### src/verilog/spi_stop_pkg.sv
// Package: constants for the clock-stop SPI master.
// Assumes one 25 MHz system clock; every timing is a count of its cycles.
package spi_stop_pkg;
	localparam int          SYS_CLK_MHZ    = 25;
	localparam int          SYS_PERIOD_NS  = 1000 / SYS_CLK_MHZ;
	// Divider reference: one system clock is the peripheral clock period P
	localparam int          REF_PERIOD_NS  = 40;
	localparam int          REF_CYCLES     = (REF_PERIOD_NS + SYS_PERIOD_NS - 1) / SYS_PERIOD_NS;
	localparam int          DIV_W          = 8;
	localparam int          WORD_W         = 8;
	localparam int          CNT_W          = 4;
	localparam logic [1:0]  STOP_NO_DELAY  = 2'h2;
	localparam logic [1:0]  STOP_HALF      = 2'h3;
	localparam logic [DIV_W-1:0] DIV_RESET = 8'h01;
	typedef enum logic [1:0] {ST_IDLE, ST_SETUP, ST_SHIFT, ST_LAST} state_t;
endpackage : spi_stop_pkg

### src/verilog/spi_half_divider.sv
// Shift clock phase divider: emits one-cycle enable at the end of each phase.
// Assumes clk is the peripheral system clock; each clk cycle is one period P.
`timescale 1ns/1ps
`default_nettype none
module spi_half_divider (
	// Clock and reset
	input  wire logic                            clk,
	input  wire logic                            rst_n,
	// Control
	input  wire logic                            run,
	input  wire logic                            level_high,
	input  wire logic [spi_stop_pkg::DIV_W-1:0]  divide_value,
	// Phase end pulse
	output logic                                 phase_end
);
	logic [spi_stop_pkg::DIV_W:0] cnt_q;
	logic [spi_stop_pkg::DIV_W:0] len;
	logic [spi_stop_pkg::DIV_W:0] dv;

	// Phase length in P: period (1+dv)*2P; odd or zero splits evenly
	assign dv  = {1'b0, divide_value};
	assign len = (divide_value[0] || divide_value == '0) ? (dv + 9'h001)
	           : (level_high ? ((dv >> 1) + 9'h001) << 1 : (dv >> 1) << 1);
	assign phase_end = run && (cnt_q + 9'h001 >= len);

	always_ff @(posedge clk or negedge rst_n) begin
		if (!rst_n) begin
			cnt_q <= '0;
		end else if (!run || phase_end) begin
			cnt_q <= '0;
		end else begin
			cnt_q <= cnt_q + 9'h001;
		end
	end
endmodule : spi_half_divider
`default_nettype wire

### src/verilog/spi_stop_master.sv
// SPI master in clock-stop mode: shift clock, active-low select, data out/in.
// Assumes slave inputs arrive asynchronously and are synchronised here.
`timescale 1ns/1ps
`default_nettype none
module spi_stop_master (
	// Clock and reset
	input  wire logic                             clk,
	input  wire logic                             rst_n,
	// Configuration
	input  wire logic [1:0]                       clock_stop_select,
	input  wire logic                             tx_clock_polarity,
	input  wire logic [spi_stop_pkg::DIV_W-1:0]   clock_divide_value,
	// Transfer request and result
	input  wire logic                             start,
	input  wire logic [spi_stop_pkg::WORD_W-1:0]  tx_word,
	output logic [spi_stop_pkg::WORD_W-1:0]       rx_word,
	output logic                                  rx_valid,
	output logic                                  busy,
	// Serial pins
	output logic                                  shift_clock_out,
	output logic                                  slave_select_out,
	output logic                                  serial_data_out,
	output logic                                  serial_data_oe,
	input  wire logic                             serial_data_in
);
	// ****************************************************************
	// Input synchroniser and state
	// ****************************************************************
	logic [2:0]                         din_q;
	logic                               din_s;
	spi_stop_pkg::state_t               state_q;
	logic                               lvl_q;
	logic [spi_stop_pkg::WORD_W-1:0]    sh_q;
	logic [spi_stop_pkg::WORD_W-1:0]    rx_q;
	logic [spi_stop_pkg::CNT_W-1:0]     bit_q;
	logic [1:0]                         mode_q;
	logic                               pol_q;
	logic                               phase_end;
	logic                               run;
	logic                               in_frame;
	logic [spi_stop_pkg::WORD_W-1:0]    sh_next;
	logic                               half_mode;
	logic                               lead_edge;
	logic                               trail_edge;
	logic                               last_bit;
	logic [spi_stop_pkg::WORD_W-1:0]    rx_next;

	always_ff @(posedge clk or negedge rst_n) begin
		if (!rst_n) begin
			din_q <= 3'h0;
			din_s <= 1'b0;
		end else begin
			din_q <= {din_q[1:0], serial_data_in};
			if (din_q[2] == din_q[1]) begin
				din_s <= din_q[2];
			end
		end
	end

	// ****************************************************************
	// Divider and edge decode
	// ****************************************************************
	assign run = (state_q != spi_stop_pkg::ST_IDLE);

	spi_half_divider u_div (
		.clk          (clk),
		.rst_n        (rst_n),
		.run          (run),
		.level_high   (lvl_q),
		.divide_value (clock_divide_value),
		.phase_end    (phase_end)
	);

	// lvl_q is the logical clock: 0 idle, 1 after the first (leading) edge
	assign half_mode  = (mode_q == spi_stop_pkg::STOP_HALF);
	// The select setup phase ends in the first leading edge, so select leads it by one phase
	assign in_frame   = (state_q == spi_stop_pkg::ST_SETUP) || (state_q == spi_stop_pkg::ST_SHIFT);
	assign lead_edge  = phase_end && in_frame && !lvl_q;
	assign trail_edge = phase_end && (state_q == spi_stop_pkg::ST_SHIFT) && lvl_q;
	assign last_bit   = (bit_q == 4'(spi_stop_pkg::WORD_W - 1));
	assign rx_next    = {rx_q[spi_stop_pkg::WORD_W-2:0], din_s};
	assign sh_next    = {sh_q[spi_stop_pkg::WORD_W-2:0], 1'b0};

	// ****************************************************************
	// Sequencer
	// ****************************************************************
	// Mode 10b launches on the leading edge and samples on the trailing edge;
	// 11b samples on the leading edge and launches on the trailing edge.
	// Pin polarity is applied only at the output, so the edge roles follow it.
	always_ff @(posedge clk or negedge rst_n) begin
		if (!rst_n) begin
			state_q  <= spi_stop_pkg::ST_IDLE;
			lvl_q    <= 1'b0;
			sh_q     <= '0;
			rx_q     <= '0;
			bit_q    <= '0;
			mode_q   <= spi_stop_pkg::STOP_NO_DELAY;
			pol_q    <= 1'b0;
			rx_word  <= '0;
			rx_valid <= 1'b0;
		end else begin
			rx_valid <= 1'b0;
			case (state_q)
				spi_stop_pkg::ST_IDLE: begin
					if (start) begin
						state_q <= spi_stop_pkg::ST_SETUP;
						sh_q    <= tx_word;
						mode_q  <= clock_stop_select;
						pol_q   <= tx_clock_polarity;
						bit_q   <= '0;
					end
				end
				spi_stop_pkg::ST_SETUP, spi_stop_pkg::ST_SHIFT: begin
					// Select low for one low clock phase before the first edge
					if (lead_edge) begin
						state_q <= spi_stop_pkg::ST_SHIFT;
						lvl_q   <= 1'b1;
						if (half_mode) begin
							rx_q <= rx_next;
						end else if (bit_q != '0) begin
							sh_q <= sh_next;
						end
					end else if (trail_edge) begin
						lvl_q <= 1'b0;
						if (!half_mode) begin
							rx_q <= rx_next;
						end
						if (last_bit) begin
							state_q  <= spi_stop_pkg::ST_LAST;
							rx_word  <= half_mode ? rx_q : rx_next;
							rx_valid <= 1'b1;
						end else begin
							bit_q <= bit_q + 4'h1;
							if (half_mode) begin
								sh_q <= sh_next;
							end
						end
					end
				end
				spi_stop_pkg::ST_LAST: begin
					// Hold select one more low clock phase, then release
					if (phase_end) begin
						state_q <= spi_stop_pkg::ST_IDLE;
					end
				end
				default: state_q <= spi_stop_pkg::ST_IDLE;
			endcase
		end
	end

	// ****************************************************************
	// Pin registers
	// ****************************************************************
	// 10b launches first bit on the leading edge; 11b shows it at select fall.
	logic data_visible;
	assign data_visible = (state_q == spi_stop_pkg::ST_SHIFT)
	                    || (state_q == spi_stop_pkg::ST_SETUP && half_mode);

	always_ff @(posedge clk or negedge rst_n) begin
		if (!rst_n) begin
			shift_clock_out  <= 1'b0;
			slave_select_out <= 1'b1;
			serial_data_out  <= 1'b0;
			serial_data_oe   <= 1'b0;
			busy             <= 1'b0;
		end else begin
			shift_clock_out  <= (run ? lvl_q : 1'b0) ^ (run ? pol_q : tx_clock_polarity);
			slave_select_out <= !(run && state_q != spi_stop_pkg::ST_IDLE);
			serial_data_out  <= sh_q[spi_stop_pkg::WORD_W-1];
			serial_data_oe   <= data_visible;
			busy             <= run;
		end
	end
endmodule : spi_stop_master
`default_nettype wire

### config.mk
export PLATFORM = sky130hd
export DESIGN_NAME = spi_stop_master
export DESIGN_NICKNAME = d
export VERILOG_FILES = /design/src/verilog/spi_stop_pkg.sv /design/src/verilog/spi_half_divider.sv /design/src/verilog/spi_stop_master.sv
export SDC_FILE = /design/constraint.sdc
export NUM_CORES = 1
export LEC_CHECK = 0
export ABC_CLOCK_PERIOD_IN_PS = 3400
export BUFFER_PORTS_ARGS = -buffer_cell sky130_fd_sc_hd__buf_2
export CELL_PAD_IN_SITES_DETAIL_PLACEMENT = 0
export CELL_PAD_IN_SITES_GLOBAL_PLACEMENT = 1
export CORE_MARGIN = 1.5
export CORE_UTILIZATION = 45
export DETAILED_ROUTE_END_ITERATION = 10
export GPL_TIMING_DRIVEN = 1
export PLACE_DENSITY = 0.83
export SLEW_MARGIN = 5
export SYNTH_ARGS = -nofsm -noshare
export SYNTH_HDL_FRONTEND = slang
export SYNTH_SLANG_ARGS = --single-unit
### constraint.sdc
create_clock -name clk -period 3.4 [get_ports clk]
set_input_delay 0.34 -clock clk [delete_from_list [all_inputs] [get_ports clk]]
set_output_delay 0.34 -clock clk [all_outputs]
set_load 0.01 [all_outputs]
==> impl_metrics.csv <==
group,metric,value,unit
timing,hold_viol,0,
route,vias,2225,
global_route,grt_pass1_wl,9998,um
layout,diodes,0,
clocking,clk_path_buf_depth,2,
clocking,htree_levels,2,
global_route,grtUsageTotal,17.75,%
yosys,postSynthCellCount,279,
worst_setup_path,cp.arrival,3.31,ns
yosys,ys_ff_latch,53,
pwr,clkPwrFrac,15.8,%
floorplan,die-area,6945,um^2
worst_setup_path,rr_worst_depth,13,
worst_setup_path,path_class,"in -> reg",
clocking,post-cts-setup-buffers,0,
timing,worst-slew-pin-transition,0.6019,ns
clocking,cts.sinks,53,
pwr,internal_power,0.001333,W
layout,multi_input_area,1523,um^2
yosys,ys_seq_area_share,45.76,%
yosys,syn_avg_cell_area,10.41,um^2
worst_setup_path,reg2reg_from,"u_div.cnt_q[0]",
pwr,swShare,37.00,%
pwr,pwr-share-comb,41.6,%
timing,report.final.setup_viol,0,
route,viasPerCell,5.336,
clocking,cts_buffers,5,
place,routabilityCongestion,0.8633,
worst_setup_path,cp_max_fo,8,
layout,seqCellArea,1329,um^2
yosys,synth_area,2904,um^2
route,drcViolationCount,0,
clocking,root_buffer,"clkbuf_8",
place,place.detailed.hpwl,4307,um
route,ant_nets,0,
route,routed_wl,5811,um
flow_run,drv_cap,0,
floorplan,io_pins,37,
worst_setup_path,rr_endpoint,"bit_q[3]",
timing,slew_headroom,59.35,%
clocking,cts.clk_slew.worst_paths,0.09,ns
worst_setup_path,r2r_setup_slack,0.40,ns
global_route,grt_max_degree,31,
floorplan,start_util,46.26,%
global_route,antenna_found_initial,0,
place,port_buffers,36,
worst_setup_path,critPathCaptureType,"flip-flop",
yosys,async_flop_share,100.0,%
yosys,syn-num-nets,321,
route,dr.pass1.iters,6,
layout,final_area,3476,um^2
floorplan,die_width,83.34,um
route,wl_per_cell,13.94,um
yosys,synth_cell_types,44,
global_route,first_global_vias,2161,
pwr,p_seq_share,42.7,%
layout,final_util,55.37,%
yosys,synth-main-ff-cell,"dfrtp_1",
route,drt_iter0_drc,64,
pwr,p_per_area,608.9,nW/um^2
worst_setup_path,worstSetupStartpointType,"input pin",
run_status,status,"completed",
floorplan,rows,29,
timing,drv_slew,0,
floorplan,core_area,6277,um^2
timing,period_share,91.75,%
layout,area.growth.synth_to_final,19.69,%
clocking,cts_tree,"built",
place,placed_cell_area,3347,um^2
timing,period_minus_slack,3.120,ns
floorplan,dieHeight,83.34,um
yosys,synth_warnings,0,
layout,drive_gt1_share,27.94,%
worst_setup_path,crit_required,3.59,ns
min_path,min_path_type,"in -> async",
layout,nFillCells,572,
timing,skew,0.008516,ns
global_route,grt-ovfl-total,0,
timing,clock.fmax,320.6,MHz
clocking,holdBufCountCts,0,
layout,fin_nets,381,
pwr,power_leakage,1.773,nW
pwr,vdd_drop_max,0.3361,mV
clocking,clk_latency,0.29,ns
yosys,synth_edf_count,0,
pwr,p_sw,0.0007831,W
layer usage:
layer	track usage (%)	vias up	routed length (um)
li1	-	1112	-
met3	3.777	4	200
met5	0	-	0
met4	6.515	0	40
met1	22.48	1068	2722
met2	29.93	41	2847
critical path, cell delays in order:
cell,delay (ns)
buf_2,0.09
inv_1,0.05
ha_1,0.18
nor3b_2,0.16
a21oi_2,0.21
and3_1,0.18
o21ai_1,0.08
nor2_1,0.18
nand3_1,0.14
ha_4,0.30
nand4_1,0.14
nor2_2,0.13
buf_4,0.12
a21oi_2,0.06
a211o_1,0.30
nand2b_1,0.18
buf_12,0.16
mux2_4,0.29
registers in the layout (all words and copies together), names as in the netlist, 2 cells and up:
name / flops
din_q: 3
u_div.cnt_q: 9
rx_q: 8
mode_q: 2
rx_word: 8
sh_q: 8
state_q: 2
bit_q: 4
kinds of logic (layout without fill, tap and decap cells):
logic type	after synthesis	count (layout)	share of synthesized area [%]
buffers and inverters	21	82	3.404
DFF	53	53	45.76
xor gates and xnor gates	13	13	3.921
and+or+nand+nor	86	86	14.00
adders and majority gates	20	20	8.531
AOI/OAI and AO/OA	59	59	13.53
muxes	27	27	10.86
worst max path at each step:
| stage | startpoint | endpoint | slack [ns] | cells past startpoint |
|---|---|---|---|---|
| final | clock_divide_value[0] | rx_q[6] | 0.28 | 18 |
| after global placement | clock_divide_value[0] | sh_q[0] | -0.15 | 17 |
| after detailed placement | clock_divide_value[0] | sh_q[1] | -0.30 | 16 |
| after CTS | clock_divide_value[0] | sh_q[1] | 0.006 | 16 |
| after floorplan | clock_divide_value[0] | rx_q[0] | 0.15 | 15 |
| after global routing | clock_divide_value[0] | rx_q[6] | -0.02 | 18 |
synth_stat cells, types with 3 or more instances:
| cell | instances | area, um^2 |
|---|---|---|
| mux2i_1 | 15 | 150.1 |
| and3_1 | 11 | 68.82 |
| mux2_2 | 4 | 45.04 |
| o211ai_1 | 3 | 22.52 |
| xnor2_1 | 6 | 52.55 |
| mux2_4 | 8 | 120.1 |
| dfrtp_1 | 51 | 1276 |
| nand3_1 | 12 | 60.06 |
| nand4_1 | 3 | 18.77 |
| o21ai_0 | 8 | 40.04 |
| ha_1 | 19 | 237.7 |
| nand2_1 | 16 | 60.06 |
| o21ai_1 | 3 | 15.01 |
| nor3_1 | 5 | 25.02 |
| clkbuf_1 | 5 | 18.77 |
| xor2_1 | 7 | 61.31 |
| inv_1 | 12 | 45.04 |
| a21oi_1 | 27 | 135.1 |
| nor2_1 | 30 | 112.6 |
placed cells by master, fill, tap and decap left out, types with 3 or more instances in the layout:
master	instances
o21ai_1	4
and3_1	11
clkbuf_8	5
dfrtp_1	51
o21ai_0	7
a21oi_1	26
buf_2	36
nor2_1	28
mux2_2	4
mux2i_1	15
ha_1	18
xnor2_1	6
buf_4	24
nand4_1	3
nor3_1	5
nand3_1	12
mux2_4	8
nand2_1	16
inv_1	12
xor2_1	7
o211ai_1	3
power by group through the flow:
stage / Sequential [W] / Clock (W) / Combinational [W]
global placement: 0.000910 / 0 / 0.000850
global route: 0.000925 / 0.000372 / 0.000991
CTS: 0.000904 / 0.000349 / 0.000870
detailed placement: 0.000914 / 0 / 0.000868
finish: 0.000903 / 0.000334 / 0.000879
floorplan: 0.000894 / 0 / 0.000611
layout make-up:
type	instances	share of cell area, %
well taps	77	2.772
inverters	12	1.296
clock inverters	2	0.2880
clock buffers	6	2.088
flip-flops and latches	53	38.23
multi-input cells	205	43.81
repair buffers	62	11.52
metrics by stage:
step	hold slack [ns]	power, W	std cells	TNS (ns)	worst slack, ns
4_1_cts	0.02698	0.002124	417	0	0.005520
6_report	0.009477	0.002117	417	0	0.2804
3_3_place_gp	0.3439	0.001761	409	-1.708	-0.1490
3_5_place_dp	0.3357	0.001782	409	-4.298	-0.3037
2_1_floorplan	0.04441	0.001505	279	0	0.1540
5_1_grt	0.04901	0.002288	417	-0.1044	-0.01880
timing repair:
action,4_1_cts,5_1_grt
endpoints found under the setup margin,0,28
hold endpoints to repair,0,0
gates resized for setup,0,9
Power figures use the tool's default switching activity.
